<file path="config.mk">
export PLATFORM = sky130hd
export DESIGN_NAME = tsio_top
export DESIGN_NICKNAME = d
export VERILOG_FILES = /design/src/design/tsio_pkg.sv /design/src/design/tsio_sync2.sv /design/src/design/tsio_io_line.sv /design/src/design/tsio_top.sv
export SDC_FILE = /design/constraint.sdc
export NUM_CORES = 1
export LEC_CHECK = 0
export ABC_AREA = 1
export BUFFER_PORTS_ARGS = -buffer_cell sky130_fd_sc_hd__buf_2
export CORE_MARGIN = 1
export CORE_UTILIZATION = 56
export CTS_CLUSTER_SIZE = 25
export DETAILED_ROUTE_END_ITERATION = 6
export PLACE_DENSITY = 0.8
export SYNTH_ARGS = -nofsm -noshare
export SYNTH_HDL_FRONTEND = slang
export SYNTH_SLANG_ARGS = --single-unit
</file>
<file path="constraint.sdc">
create_clock -name ref_clk -period 3.7 [get_ports ref_clk]
set_input_delay 0.185 -clock ref_clk [delete_from_list [all_inputs] [get_ports ref_clk]]
set_output_delay 0.185 -clock ref_clk [all_outputs]
set_load 0.005 [all_outputs]
</file>
<file path="src/design/tsio_pkg.sv">
// Shared constants and types for the trigger-output and sync I/O block
package tsio_pkg;
  localparam int ADDR_W = 5;
  localparam int DATA_W = 32;
  localparam int LEN_W = 16;
  // Register byte addresses
  localparam logic [ADDR_W-1:0] ADDR_CTRL = 5'h00;
  localparam logic [ADDR_W-1:0] ADDR_CMD = 5'h04;
  localparam logic [ADDR_W-1:0] ADDR_IO_CFG = 5'h08;
  localparam logic [ADDR_W-1:0] ADDR_GROUP_DEPTH = 5'h0C;
  localparam logic [ADDR_W-1:0] ADDR_LOCAL_DEPTH = 5'h10;
  localparam logic [ADDR_W-1:0] ADDR_GROUP_SIZE = 5'h14;
  localparam logic [ADDR_W-1:0] ADDR_STATUS = 5'h18;
  // Control register fields
  localparam int CTRL_SYNC_EN = 0;
  localparam int CTRL_CLK_MASTER = 1;
  localparam int CTRL_TRIG_SOURCE = 2;
  localparam int CTRL_STAR_EN = 3;
  localparam int CTRL_AUTO_REARM = 4;
  localparam int CTRL_W = 5;
  localparam logic [CTRL_W-1:0] CTRL_RST = 5'h00;
  // Command register fields (write-one pulses)
  localparam int CMD_ARM = 0;
  localparam int CMD_FORCE = 1;
  localparam int CMD_FORCE_EXT = 2;
  localparam int CMD_DISARM = 3;
  // I/O configuration fields
  localparam int IO_SEL_W = 3;
  localparam int IO_A_LSB = 0;
  localparam int IO_B_LSB = 4;
  // Status fields
  localparam int ST_ARMED = 0;
  localparam int ST_ACQ = 1;
  localparam int ST_TRIG_OUT = 2;
  localparam int ST_SYNC_ACTIVE = 3;
  localparam int ST_IO_A_IN = 4;
  localparam int ST_IO_B_IN = 5;
  localparam int ST_SIZE_ERR = 6;
  // Group size limits per form factor
  localparam int GROUP_SIZE_W = 3;
  localparam logic [GROUP_SIZE_W-1:0] MAX_GROUP_LARGE = 3'h5;
  localparam logic [GROUP_SIZE_W-1:0] MAX_GROUP_SMALL = 3'h3;
  localparam logic [GROUP_SIZE_W-1:0] GROUP_SIZE_RST = 3'h1;
  // Timing
  localparam int CLK_NS = 10;
  localparam int REF_OUT_MHZ = 10;
  localparam int REF_HALF_CYC = (1000 / REF_OUT_MHZ) / 2 / CLK_NS;
  localparam int LINK_PERIOD_NS = 120;
  localparam int LINK_HALF_CYC = LINK_PERIOD_NS / 2 / CLK_NS;
  localparam int DIV_W = 4;
  typedef enum logic [IO_SEL_W-1:0] {
    IO_HIZ, IO_TRIG_EN, IO_REF_10M, IO_SEG_SKIP, IO_ACQ_ACTIVE, IO_ARMED
  } tsio_io_sel_e;
  typedef enum logic [1:0] {ST_IDLE, ST_WAIT_TRIG, ST_ACQUIRE} tsio_state_e;
endpackage

</file>
<file path="src/design/tsio_sync2.sv">
// Two-flop synchroniser for inputs from outside the clock domain
`timescale 1ns/1ns
module tsio_sync2 #(
  parameter int WIDTH = 1,
  parameter logic [WIDTH-1:0] RST_VAL = '0
) (
  // Clock and reset
  input wire logic ref_clk,
  input wire logic srst,
  // Data
  input wire logic [WIDTH-1:0] async_i,
  output logic [WIDTH-1:0] sync_o
);
  if (WIDTH < 1) begin : g_width_chk
    $error("WIDTH must be at least one");
  end
  logic [WIDTH-1:0] meta_q;
  logic [WIDTH-1:0] meta_d;
  logic [WIDTH-1:0] sync_q;
  logic [WIDTH-1:0] sync_d;

  always_comb begin
    meta_d = async_i;
    sync_d = meta_q;
  end

  always_ff @(posedge ref_clk) begin
    if (srst) begin
      meta_q <= RST_VAL;
      sync_q <= RST_VAL;
    end else begin
      meta_q <= meta_d;
      sync_q <= sync_d;
    end
  end

  assign sync_o = sync_q;
endmodule

</file>
<file path="src/design/tsio_io_line.sv">
// One configurable front-panel I/O line: output selector and driver enable
`timescale 1ns/1ns
module tsio_io_line
  import tsio_pkg::*;
(
  // Clock and reset
  input wire logic ref_clk,
  input wire logic srst,
  // Function select
  input wire logic [tsio_pkg::IO_SEL_W-1:0] sel,
  // Status sources
  input wire logic ref_10m,
  input wire logic seg_skip,
  input wire logic acq_active,
  input wire logic armed,
  // Pin driver
  output logic pin_o,
  output logic pin_oe
);
  logic o_q;
  logic o_d;
  logic oe_q;
  logic oe_d;

  always_comb begin
    o_d = 1'b0;
    oe_d = 1'b1;
    case (tsio_io_sel_e'(sel))
      IO_REF_10M: o_d = ref_10m;
      IO_SEG_SKIP: o_d = seg_skip;
      IO_ACQ_ACTIVE: o_d = acq_active;
      IO_ARMED: o_d = armed;
      default: oe_d = 1'b0;
    endcase
  end

  always_ff @(posedge ref_clk) begin
    if (srst) begin
      o_q <= 1'b0;
      oe_q <= 1'b0;
    end else begin
      o_q <= o_d;
      oe_q <= oe_d;
    end
  end

  assign pin_o = o_q;
  assign pin_oe = oe_q;
endmodule

</file>
<file path="src/design/tsio_top.sv">
// Trigger output, configurable I/O lines and multi-module sync logic
//
// Implementation choices: the address map and the Avalon-MM register port.
`timescale 1ns/1ns
module tsio_top
  import tsio_pkg::*;
#(
  parameter logic [tsio_pkg::LEN_W-1:0] LOCAL_DEPTH = 16'h0400,
  parameter bit LARGE_FORM = 1'b1
) (
  // Clock and reset
  input wire logic ref_clk,
  input wire logic srst,
  // Avalon-MM slave
  input wire logic [tsio_pkg::ADDR_W-1:0] avs_address,
  input wire logic avs_read,
  input wire logic avs_write,
  input wire logic [tsio_pkg::DATA_W-1:0] avs_writedata,
  output logic [tsio_pkg::DATA_W-1:0] avs_readdata,
  output logic avs_waitrequest,
  // Hardware trigger from the trigger comparator
  input wire logic hw_trig_pin,
  // Trigger output and star line
  output logic trigger_out_pin,
  output logic pxi_star_o,
  output logic pxi_star_oe,
  // Configurable I/O lines
  input wire logic io_a_i,
  output logic io_a_o,
  output logic io_a_oe,
  input wire logic io_b_i,
  output logic io_b_o,
  output logic io_b_oe,
  // Inter-module sync bus
  input wire logic sync_clk_i,
  output logic sync_clk_o,
  output logic sync_clk_oe,
  input wire logic sync_trig_i,
  output logic sync_trig_o,
  output logic sync_trig_oe,
  // Sample strobe for the acquisition datapath
  output logic sample_en
);
  if (LOCAL_DEPTH == '0) begin : g_depth_chk
    $error("LOCAL_DEPTH must be non-zero");
  end
  // Synchronised pins: trigger, io_a, io_b, bus clock, bus trigger
  logic [4:0] pins_s;
  tsio_sync2 #(.WIDTH(5), .RST_VAL(5'h06)) u_sync (
    .ref_clk(ref_clk),
    .srst(srst),
    .async_i({sync_trig_i, sync_clk_i, io_b_i, io_a_i, hw_trig_pin}),
    .sync_o(pins_s)
  );
  logic hw_trig_s, io_a_s, io_b_s, bus_clk_s, bus_trig_s;
  assign {bus_trig_s, bus_clk_s, io_b_s, io_a_s, hw_trig_s} = pins_s;
  // Registers
  logic [CTRL_W-1:0] ctrl_q, ctrl_d;
  logic [IO_SEL_W-1:0] sel_a_q, sel_a_d;
  logic [IO_SEL_W-1:0] sel_b_q, sel_b_d;
  logic [LEN_W-1:0] group_depth_q, group_depth_d;
  logic [GROUP_SIZE_W-1:0] group_size_q, group_size_d;
  logic ack_q, ack_d;
  logic [DATA_W-1:0] rdata_q, rdata_d;
  logic cmd_arm, cmd_force, cmd_force_ext, cmd_disarm;
  logic [DATA_W-1:0] status_w;
  // Trigger state
  tsio_state_e state_q, state_d;
  logic trig_out_q, trig_out_d;
  logic [LEN_W-1:0] cnt_q, cnt_d;
  logic seg_skip_q, seg_skip_d;
  // Edge detection and dividers
  logic hw_trig_prev_q, bus_trig_prev_q, bus_clk_prev_q;
  logic [DIV_W-1:0] ref_div_q, ref_div_d;
  logic ref_10m_q, ref_10m_d;
  logic [DIV_W-1:0] link_div_q, link_div_d;
  logic link_clk_q, link_clk_d;
  // Group size limit for the form factor
  logic [GROUP_SIZE_W-1:0] max_group;
  logic size_err;
  assign max_group = LARGE_FORM ? MAX_GROUP_LARGE : MAX_GROUP_SMALL;
  assign size_err = (group_size_q > max_group) || (group_size_q == '0);
  // Sync only once software enables it
  logic sync_active;
  logic clk_master;
  logic trig_source;
  assign sync_active = ctrl_q[CTRL_SYNC_EN] && !size_err;
  assign clk_master = sync_active && ctrl_q[CTRL_CLK_MASTER];
  assign trig_source = sync_active && ctrl_q[CTRL_TRIG_SOURCE];
  // Effective length is the smaller depth when synchronised, else the local depth
  logic [LEN_W-1:0] acq_len;
  assign acq_len = (sync_active && group_depth_q < LOCAL_DEPTH) ? group_depth_q : LOCAL_DEPTH;
  // io_a and io_b synchronisers reset high, open line idles high
  logic trig_enabled;
  assign trig_enabled = (sel_a_q != IO_TRIG_EN || io_a_s) && (sel_b_q != IO_TRIG_EN || io_b_s);
  // Sample on the shared clock edge when synchronised
  logic link_rise;
  assign link_rise = (link_div_q == DIV_W'(LINK_HALF_CYC - 1)) && !link_clk_q;
  always_comb begin
    if (!sync_active) begin
      sample_en = 1'b1;
    end else if (clk_master) begin
      sample_en = link_rise;
    end else begin
      sample_en = bus_clk_s && !bus_clk_prev_q;
    end
  end
  // Trigger from own pin or from the group source
  logic hw_event;
  always_comb begin
    if (sync_active && !trig_source) begin
      hw_event = bus_trig_s && !bus_trig_prev_q;
    end else begin
      hw_event = hw_trig_s && !hw_trig_prev_q;
    end
  end
  // Bus slave: one wait cycle, then the access completes
  always_comb begin
    ack_d = (avs_read || avs_write) && !ack_q;
    status_w = '0;
    status_w[ST_ARMED] = (state_q == ST_WAIT_TRIG);
    status_w[ST_ACQ] = (state_q == ST_ACQUIRE);
    status_w[ST_TRIG_OUT] = trig_out_q;
    status_w[ST_SYNC_ACTIVE] = sync_active;
    status_w[ST_IO_A_IN] = io_a_s;
    status_w[ST_IO_B_IN] = io_b_s;
    status_w[ST_SIZE_ERR] = size_err;
    rdata_d = rdata_q;
    if (avs_read && !ack_q) begin
      rdata_d = '0;
      case (avs_address)
        ADDR_CTRL: rdata_d[CTRL_W-1:0] = ctrl_q;
        ADDR_IO_CFG: begin
          rdata_d[IO_A_LSB +: IO_SEL_W] = sel_a_q;
          rdata_d[IO_B_LSB +: IO_SEL_W] = sel_b_q;
        end
        ADDR_GROUP_DEPTH: rdata_d[LEN_W-1:0] = group_depth_q;
        ADDR_LOCAL_DEPTH: rdata_d[LEN_W-1:0] = LOCAL_DEPTH;
        ADDR_GROUP_SIZE: rdata_d[GROUP_SIZE_W-1:0] = group_size_q;
        ADDR_STATUS: rdata_d = status_w;
        default: rdata_d = '0;
      endcase
    end
  end
  logic wr_en;
  assign wr_en = avs_write && ack_q;
  assign avs_waitrequest = (avs_read || avs_write) && !ack_q;
  assign avs_readdata = rdata_q;
  assign cmd_arm = wr_en && avs_address == ADDR_CMD && avs_writedata[CMD_ARM];
  assign cmd_force = wr_en && avs_address == ADDR_CMD && avs_writedata[CMD_FORCE];
  assign cmd_force_ext = wr_en && avs_address == ADDR_CMD && avs_writedata[CMD_FORCE_EXT];
  assign cmd_disarm = wr_en && avs_address == ADDR_CMD && avs_writedata[CMD_DISARM];
  always_comb begin
    ctrl_d = ctrl_q;
    sel_a_d = sel_a_q;
    sel_b_d = sel_b_q;
    group_depth_d = group_depth_q;
    group_size_d = group_size_q;
    if (wr_en) begin
      case (avs_address)
        ADDR_CTRL: ctrl_d = avs_writedata[CTRL_W-1:0];
        ADDR_IO_CFG: begin
          sel_a_d = avs_writedata[IO_A_LSB +: IO_SEL_W];
          sel_b_d = avs_writedata[IO_B_LSB +: IO_SEL_W];
        end
        ADDR_GROUP_DEPTH: group_depth_d = avs_writedata[LEN_W-1:0];
        ADDR_GROUP_SIZE: group_size_d = avs_writedata[GROUP_SIZE_W-1:0];
        default: ;
      endcase
    end
  end

  always_ff @(posedge ref_clk) begin
    if (srst) begin
      ctrl_q <= CTRL_RST;
      sel_a_q <= IO_HIZ;
      sel_b_q <= IO_HIZ;
      group_depth_q <= LOCAL_DEPTH;
      group_size_q <= GROUP_SIZE_RST;
      ack_q <= 1'b0;
      rdata_q <= '0;
    end else begin
      ctrl_q <= ctrl_d;
      sel_a_q <= sel_a_d;
      sel_b_q <= sel_b_d;
      group_depth_q <= group_depth_d;
      group_size_q <= group_size_d;
      ack_q <= ack_d;
      rdata_q <= rdata_d;
    end
  end
  // Trigger and acquisition sequencing
  always_comb begin
    state_d = state_q;
    trig_out_d = trig_out_q;
    cnt_d = cnt_q;
    seg_skip_d = 1'b0;
    case (state_q)
      ST_IDLE: begin
        if (cmd_arm) begin
          state_d = ST_WAIT_TRIG;
        end
      end
      ST_WAIT_TRIG: begin
        cnt_d = '0;
        if (cmd_disarm) begin
          state_d = ST_IDLE;
        end else if (cmd_force_ext || (hw_event && trig_enabled)) begin
          // Extended force behaves as hardware trigger
          state_d = ST_ACQUIRE;
          trig_out_d = 1'b1;
        end else if (cmd_force) begin
          state_d = ST_ACQUIRE;
        end
      end
      ST_ACQUIRE: begin
        if (sample_en) begin
          if (cnt_q == acq_len - LEN_W'(1)) begin
            trig_out_d = 1'b0;
            seg_skip_d = 1'b1;
            state_d = ctrl_q[CTRL_AUTO_REARM] ? ST_WAIT_TRIG : ST_IDLE;
          end else begin
            cnt_d = cnt_q + LEN_W'(1);
          end
        end
      end
      default: begin
        state_d = ST_IDLE;
        trig_out_d = 1'b0;
      end
    endcase
  end

  always_ff @(posedge ref_clk) begin
    if (srst) begin
      state_q <= ST_IDLE;
      trig_out_q <= 1'b0;
      cnt_q <= '0;
      seg_skip_q <= 1'b0;
    end else begin
      state_q <= state_d;
      trig_out_q <= trig_out_d;
      cnt_q <= cnt_d;
      seg_skip_q <= seg_skip_d;
    end
  end
  // Dividers: 10 MHz reference and bus clock when master
  always_comb begin
    ref_div_d = ref_div_q + DIV_W'(1);
    ref_10m_d = ref_10m_q;
    if (ref_div_q == DIV_W'(REF_HALF_CYC - 1)) begin
      ref_div_d = '0;
      ref_10m_d = !ref_10m_q;
    end
    link_div_d = link_div_q + DIV_W'(1);
    link_clk_d = link_clk_q;
    if (link_div_q == DIV_W'(LINK_HALF_CYC - 1)) begin
      link_div_d = '0;
      link_clk_d = !link_clk_q;
    end
  end

  always_ff @(posedge ref_clk) begin
    if (srst) begin
      ref_div_q <= '0;
      ref_10m_q <= 1'b0;
      link_div_q <= '0;
      link_clk_q <= 1'b0;
      hw_trig_prev_q <= 1'b0;
      bus_trig_prev_q <= 1'b0;
      bus_clk_prev_q <= 1'b0;
    end else begin
      ref_div_q <= ref_div_d;
      ref_10m_q <= ref_10m_d;
      link_div_q <= link_div_d;
      link_clk_q <= link_clk_d;
      hw_trig_prev_q <= hw_trig_s;
      bus_trig_prev_q <= bus_trig_s;
      bus_clk_prev_q <= bus_clk_s;
    end
  end
  // Drive the shared clock and trigger onto the bus
  assign sync_clk_o = link_clk_q;
  assign sync_clk_oe = clk_master;
  assign sync_trig_o = trig_out_q;
  assign sync_trig_oe = trig_source;
  assign trigger_out_pin = trig_out_q;
  assign pxi_star_o = trig_out_q && ctrl_q[CTRL_STAR_EN];
  assign pxi_star_oe = ctrl_q[CTRL_STAR_EN];

  // Configurable I/O lines
  tsio_io_line u_io_a (
    .ref_clk(ref_clk),
    .srst(srst),
    .sel(sel_a_q),
    .ref_10m(ref_10m_q),
    .seg_skip(seg_skip_q),
    .acq_active(state_q == ST_ACQUIRE),
    .armed(state_q == ST_WAIT_TRIG),
    .pin_o(io_a_o),
    .pin_oe(io_a_oe)
  );

  tsio_io_line u_io_b (
    .ref_clk(ref_clk),
    .srst(srst),
    .sel(sel_b_q),
    .ref_10m(ref_10m_q),
    .seg_skip(seg_skip_q),
    .acq_active(state_q == ST_ACQUIRE),
    .armed(state_q == ST_WAIT_TRIG),
    .pin_o(io_b_o),
    .pin_oe(io_b_oe)
  );
endmodule

</file>
After elaboration in Yosys (flattened, before gate mapping)
Index checks and enable logic that the tools add are counted.

operators by class
  add/sub/neg operators = 4
  magnitude comparators = 2
  equality and inequality tests = 28
  mux-type cells = 30
  bitwise logic cells = 3
  reductions and logical operators = 49

operator list
  cell                                                          count
  2-to-1 mux 16 bit                                             3
  case mux 16 bit (2 select lines)                              1
  logical AND 1 bit                                             20
  case mux 9 bit (2 select lines)                               1
  adder 16 x 1 -> 16 bit, second input constant                 1
  equality test 16 bit                                          1
  less-than comparator 16 x 11 -> 1 bit, second input constant  1
  subtractor 16 x 1 -> 16 bit, second input constant            1
  equality test 5 bit, second input constant                    3
  case mux 3 bit (5 select lines)                               1
  equality test 3 x 2 -> 1 bit, second input constant           4
  equality test 3 bit, second input constant                    4
  2-to-1 mux 2 bit                                              6
  != test 2 bit, second input constant                          6
  case mux 1 bit (4 select lines)                               3
  case mux 2 bit (3 select lines)                               2
  2-to-1 mux 1 bit                                              11
  equality test 5 x 4 -> 1 bit, second input constant           2
  adder 4 x 1 -> 4 bit, second input constant                   2
  equality test 4 x 3 -> 1 bit, second input constant           2
  zero test 1 bit                                               8
  AND reduction 2 bit                                           4
  OR reduction 4 bit                                            2
  != test 3 x 1 -> 1 bit, second input constant                 2
  other kinds (17)                                              25

storage, ports and cells
  bits in registers = 94
  input bits = 46
  output and inout bits = 45
  word-level logic and storage cells = 140

Logic depth before layout (Yosys ltp)
  word-level depth = 13
  depth in mapped cells = 21
  mapped depth without buffers = 19

Modules after synthesis
Synthesis repeated with hierarchy kept, for this count alone.

unflattened totals
  cells, all modules = 776
  area total of the unflattened synthesis = 5,213.8 um^2

modules (own cells, without submodules)
  module        times used  cells an instance  area an instance (um^2)  sequential area each (um^2)
  tsio_top      1           705                4,712.0                  1,601.5
  tsio_sync2    1           31                 279.0                    200.2
  tsio_io_line  2           20                 111.4                    40.0

Least setup slack after synthesis
Ideal clock, no wire load.

  kind = reg-to-reg
  from = register group_depth_q[12]
  to = register cnt_q[7]
  library setup time = 70 ps
  data arrival time = 2,489 ps
  required time = 3,630 ps
  path slack = 1,140 ps
  stages on the path, launching flop included = 19
  path buffers = 3
  period minus slack after synthesis = 2,560 ps
  cell sequence = dfxtp_1 > nor2_1 > nand3_2 > nor2_8 > buf_8 > buf_8 > nand2_1 > ha_1 > a21boi_1 > o21ai_0 > nand2_1 > inv_1 > nand4_1 > nor2_2 > nand3_4 > nand3_4 > buf_6 > nand2_1 > a21oi_1

on the way
  word-level cells in the longest chain between the ends = 7

RTL lines
  what                                   line             source
  from (decl)                            tsio_top.sv:61   logic [LEN_W-1:0] group_depth_q, group_depth_d;
  from (signal assigned)                 tsio_top.sv:186  group_depth_q <= group_depth_d;
  less-than comparator 16 x 11 -> 1 bit  tsio_top.sv:92   assign acq_len = (sync_active && group_depth_q < LOCAL_DEPTH) ? group_depth_q : LOCAL_DEPTH;
  logical AND 1 bit                      tsio_top.sv:92
  2-to-1 mux 16 bit *                    tsio_top.sv:92
  subtractor 16 x 1 -> 16 bit *          tsio_top.sv:218  if (cnt_q == acq_len - LEN_W'(1)) begin
  equality test 16 bit *                 tsio_top.sv:218
  != test 2 bit (no line) *              n/a
  AND reduction 3 bit (no line) *        n/a
  to (signal assigned)                   tsio_top.sv:243  cnt_q <= cnt_d;
  to (decl)                              tsio_top.sv:70   logic [LEN_W-1:0] cnt_q, cnt_d;

Every way passes the cells marked *; elsewhere a longest branch is shown, timed or not.
A chain may end at the register's enable or synchronous reset.

Worst setup path in the final report
  from = register group_size_q[2]
  to = register cnt_q[1]

on the way
  word-level cells in the longest chain between the ends = 10
  elaborated cells on any way between the ends = 15
  those cells by class = add/sub: 1; order compare: 1; eq/ne: 3; mux: 3; reduce/logical: 7

RTL lines
  what                                                              line             source
  from (decl)                                                       tsio_top.sv:62   logic [GROUP_SIZE_W-1:0] group_size_q, group_size_d;
  from (signal assigned)                                            tsio_top.sv:187  group_size_q <= group_size_d;
  greater-than comparator 3 bit or zero test 3 bit (tied branches)  tsio_top.sv:82   assign size_err = (group_size_q > max_group) || (group_size_q == '0);
  logical OR 1 bit *                                                tsio_top.sv:82
  zero test 1 bit *                                                 tsio_top.sv:87   assign sync_active = ctrl_q[CTRL_SYNC_EN] && !size_err;
  logical AND 1 bit *                                               tsio_top.sv:87
  logical AND 1 bit                                                 tsio_top.sv:92
  2-to-1 mux 16 bit                                                 tsio_top.sv:92
  subtractor 16 x 1 -> 16 bit                                       tsio_top.sv:218
  equality test 16 bit                                              tsio_top.sv:218
  != test 2 bit (no line)                                           n/a
  AND reduction 3 bit (no line) *                                   n/a

Marks and branches as above.

==> flow_summary.toml <==
[detailed_routing]
wl_um = 12600
vias = 4867
drcViolationCount = 0
iteration_0_drc_count_of_the_detailed_router = 241
ant_nets = 0
drt-wirelength-per-cell_um = 14.0
first_pass_iters = 5
post_drt_via_cell_ratio = 5.43

[power]
max-vdd-ir-drop_mv = 0.241
totalPowerFinal_uw = 2250
reported_leakage_power_uw = 0.00238
power.density_nw_per_um2 = 404

[cts]
clk_pin_slew_ns = 0.09
cts_tree = "built"
clk_latency_ns = 0.37
root_buffer = "sky130_fd_sc_hd__clkbuf_8"
cts_buffers = 9
h-tree-depth = 3
clock_sink_count = 94
post-cts-setup-buffers = 0
cts_max_path_buffers = 2

[timing]
final_max_slew_viol_count = 0
max_clock_freq_ghz = 0.319
fin_crit_sh_pct = 84.8
worst_clock_skew_ns = 0.00749
slew_headroom_pct = 49.6
grt_setup_unrepaired = "no"
setup_tns_ns = 0
worst_slew_pin_slew_ns = 0.755
final_period_minus_worst_setup_slack_ns = 3.14
timing_hold_violations_final = 0
setup-violations-final = 0

[final_layout]
areaGrowthSynthToFinish_pct = 10.1
seq_area_um2 = 1880
final_cell_count_no_fill = 896
multi_input_area_um2 = 2650
final.fill_count = 806
layout-drive-gt1-share_pct = 12.7
num-nets-final = 835
antenna-diode-count = 0

[hold_path]
whs_endpoint = "u_sync.meta_q[1]$_SDFF_PP1_"
start_point_of_the_worst_hold_path = "io_a_i"
min_path_cells = 2
hold_path_class = "input pin to flip-flop"

[placement]
post-dp-hpwl_um = 9360
globalplace.congestion = 0.902
place.detailed.instances = 879
place.port_buffers = 58

[worst_setup_path]
timing.critical_path.slowest_cell_delay_ns = 0.37
critical_path_buf_inv_count = 2
worst-endpoint-required_ns = 3.93
rr_endpoint = "cnt_q[1]$_SDFFE_PP0P_"
cp_data_arrival_time_ns = 3.37
critical_path.endpoint_type = "flip-flop"
timing.critical_path.cells = "inv_1 -> nand2_2 -> nand3_4 -> nor2_8 -> nand2_1 -> ha_1 -> a21boi_1 -> o21ai_0 -> nand2_1 -> inv_1 -> nand4_1 -> nor2_2 -> nand3_4 -> nand3_4 -> nand2_1 -> nand2_1 -> nor2_1"
worst_setup_path_start_kind = "flip-flop"
worst_path_most_repeated_cell = "sky130_fd_sc_hd__nand2_1"
criticalPathCategory = "flip-flop to flip-flop"
r2r_setup_slack_ns = 0.56
critical_path_peak_fanout = 26
beginning_of_the_worst_register_to_register_path = "group_size_q[2]$_SDFFE_PP0P_"
critical_path.top_delay_family = "simple AND/OR/NAND/NOR gates"
crit_slowest_cell = "sky130_fd_sc_hd__dfxtp_1"
r2r_cells = 17

[synth]
syn-mean-instance-area_um2 = 6.90
async_flop_share_pct = 0
post_synth_inst_count = 733
post-synth-top-area-fraction_pct = 37.2
yosys.area.top_type = "sky130_fd_sc_hd__dfxtp_1"
count_of_distinct_cell_types_in_the_synthesized_netlist = 46
ys.flop_type = "sky130_fd_sc_hd__dfxtp_1"
synth_seq_cells = 94
mappedNetlistArea_um2 = 5060
synth_enable_flop_cells = 0
post_synth_main_area_contributors = "sky130_fd_sc_hd__dfxtp_1, sky130_fd_sc_hd__nand2_1, sky130_fd_sc_hd__nor2_1"
yosys_warnings = 0
synth-seq-area-share_pct = 37.2

[global_routing]
track_usage_pct = 27.6
antenna_violations_before_repair = 0
overflow = 0
first_pass_grt_wire_length_um = 21300
first_global_vias = 4654
grt_start_max_net_pins = 50

[floorplanning]
height_of_the_chip_um = 97.0
design.die.area_um2 = 9410
boundaryPins = 91
floorplan.initialDensity_pct = 58.0
fp.dieW_um = 97.0
core_area_um2 = 8720
num_rows = 34

[job]
max_cap_violations = 0

[outcome]
outcome = "finished, final reports clean"
==> registers in the layout (all words and copies together) (netlist names), 2 cells and up <==
| register | cells |
|---|---|
| avs_readdata | 16 |
| link_div_q | 4 |
| u_sync.meta_q | 5 |
| sel_b_q | 3 |
| group_depth_q | 16 |
| group_size_q | 3 |
| state_q | 2 |
| ref_div_q | 4 |
| ctrl_q | 5 |
| cnt_q | 16 |
| u_sync.sync_o | 5 |
| sel_a_q | 3 |
==> per-layer routing <==
layer	up-vias	wire length [µm]	track usage (%)
li1	2468	-	-
met1	2244	5510	34.4
met2	136	6200	47.9
met3	19	635	3.76
met4	0	238	10.6
met5	-	0	0
==> metrics by stage <==
step | util, % | setup slack, ns | cell area (µm²) | hold slack, ns
after floorplan | - | 1.14 | 5110 | 0.289
after global placement | 61.1 | 0.672 | 5330 | 0.369
after detailed placement | 61.1 | 0.566 | 5330 | 0.370
after CTS | 63.8 | 0.559 | 5570 | 0.00991
after global routing | 63.8 | 0.137 | 5570 | 0.0110
final | 63.8 | 0.563 | 5570 | 0.0126
==> synthesized netlist by cell type, types with 3 or more instances <==
library cell / count
sky130_fd_sc_hd__nand3_4: 3
sky130_fd_sc_hd__nor2_2: 4
sky130_fd_sc_hd__or2_2: 5
sky130_fd_sc_hd__xor2_1: 18
sky130_fd_sc_hd__a22oi_1: 4
sky130_fd_sc_hd__nand3_1: 30
sky130_fd_sc_hd__nand2_1: 137
sky130_fd_sc_hd__xnor2_1: 5
sky130_fd_sc_hd__nand4_1: 25
sky130_fd_sc_hd__nor3_1: 11
sky130_fd_sc_hd__inv_2: 3
sky130_fd_sc_hd__clkbuf_1: 17
sky130_fd_sc_hd__a221oi_1: 3
sky130_fd_sc_hd__o21ai_1: 5
sky130_fd_sc_hd__nor4_1: 6
sky130_fd_sc_hd__o211ai_1: 6
sky130_fd_sc_hd__ha_1: 6
sky130_fd_sc_hd__a21oi_1: 56
sky130_fd_sc_hd__nor2_1: 105
sky130_fd_sc_hd__inv_1: 85
sky130_fd_sc_hd__dfxtp_1: 94
sky130_fd_sc_hd__buf_4: 17
sky130_fd_sc_hd__o21ai_0: 53
sky130_fd_sc_hd__nand3b_1: 4
==> cell families (layout without fill, tap and decap cells) <==
| kind of cell | count (synthesis) | in the layout | synth area share, % |
|---|---|---|---|
| flops | 94 | 94 | 37.2 |
| other cells | 1 | 16 | 0.0741 |
| buf+inv | 129 | 169 | 11.5 |
| fa+ha+maj | 6 | 6 | 1.48 |
| xor+xnor | 23 | 23 | 3.98 |
| compound gates | 143 | 143 | 15.7 |
| simple gates | 337 | 337 | 30.1 |
==> power by group <==
group	switching (µW)	internal [µW]
Sequential	36.8	1060
Clock	373	404
Combinational	256	120
==> layout make-up <==
cell class | count | area share (%)
clock buffers | 10 | 2.47
clock inverters | 6 | 1.64
inverters | 90 | 6.07
multi-input cells | 525 | 47.7
flip-flops and latches | 94 | 33.8
well taps | 108 | 2.43
repair buffers | 63 | 5.93
==> worst max path at each step <==
stage                                  to  cells after the start  slack [ns]                            from
detailed placement  cnt_q[1]$_SDFFE_PP0P_                     17        0.57    group_size_q[2]$_SDFFE_PP0P_
finish              cnt_q[1]$_SDFFE_PP0P_                     17        0.56    group_size_q[2]$_SDFFE_PP0P_
CTS                 cnt_q[1]$_SDFFE_PP0P_                     17        0.56    group_size_q[2]$_SDFFE_PP0P_
global placement    cnt_q[1]$_SDFFE_PP0P_                     18        0.67    group_size_q[2]$_SDFFE_PP0P_
floorplan           cnt_q[7]$_SDFFE_PP0P_                     18        1.14  group_depth_q[12]$_SDFFE_PP0P_
global route        cnt_q[5]$_SDFFE_PP0P_                     16        0.14    group_size_q[2]$_SDFFE_PP0P_
==> cell usage in the layout (no fill, tap or decap), types with 3 or more instances in the layout <==
cell type                  netlist  layout
sky130_fd_sc_hd__nand2_1       137     137
sky130_fd_sc_hd__nor2_1        105     105
sky130_fd_sc_hd__dfxtp_1        94      94
sky130_fd_sc_hd__inv_1          85      85
sky130_fd_sc_hd__buf_2           1      58
sky130_fd_sc_hd__a21oi_1        56      56
sky130_fd_sc_hd__o21ai_0        53      53
sky130_fd_sc_hd__nand3_1        30      30
sky130_fd_sc_hd__nand4_1        25      25
sky130_fd_sc_hd__xor2_1         18      18
sky130_fd_sc_hd__conb_1          1      16
sky130_fd_sc_hd__nor3_1         11      11
sky130_fd_sc_hd__clkbuf_8        0      10
sky130_fd_sc_hd__o211ai_1        6       6
sky130_fd_sc_hd__nor4_1          6       6
sky130_fd_sc_hd__ha_1            6       6
sky130_fd_sc_hd__or2_2           5       5
sky130_fd_sc_hd__xnor2_1         5       5
sky130_fd_sc_hd__o21ai_1         5       5
sky130_fd_sc_hd__nor2_2          4       4
sky130_fd_sc_hd__nand3b_1        4       4
sky130_fd_sc_hd__a22oi_1         4       4
sky130_fd_sc_hd__buf_4          17       4
sky130_fd_sc_hd__nand3_4         3       3
sky130_fd_sc_hd__inv_2           3       3
sky130_fd_sc_hd__a221oi_1        3       3
==> timing repair <==
item | 4_1_cts | 5_1_grt
hold buffers | 1 | 0
resized for setup | 0 | 0
endpoints found under the hold margin | 1 | 0
(Power assumes the default switching activity.)
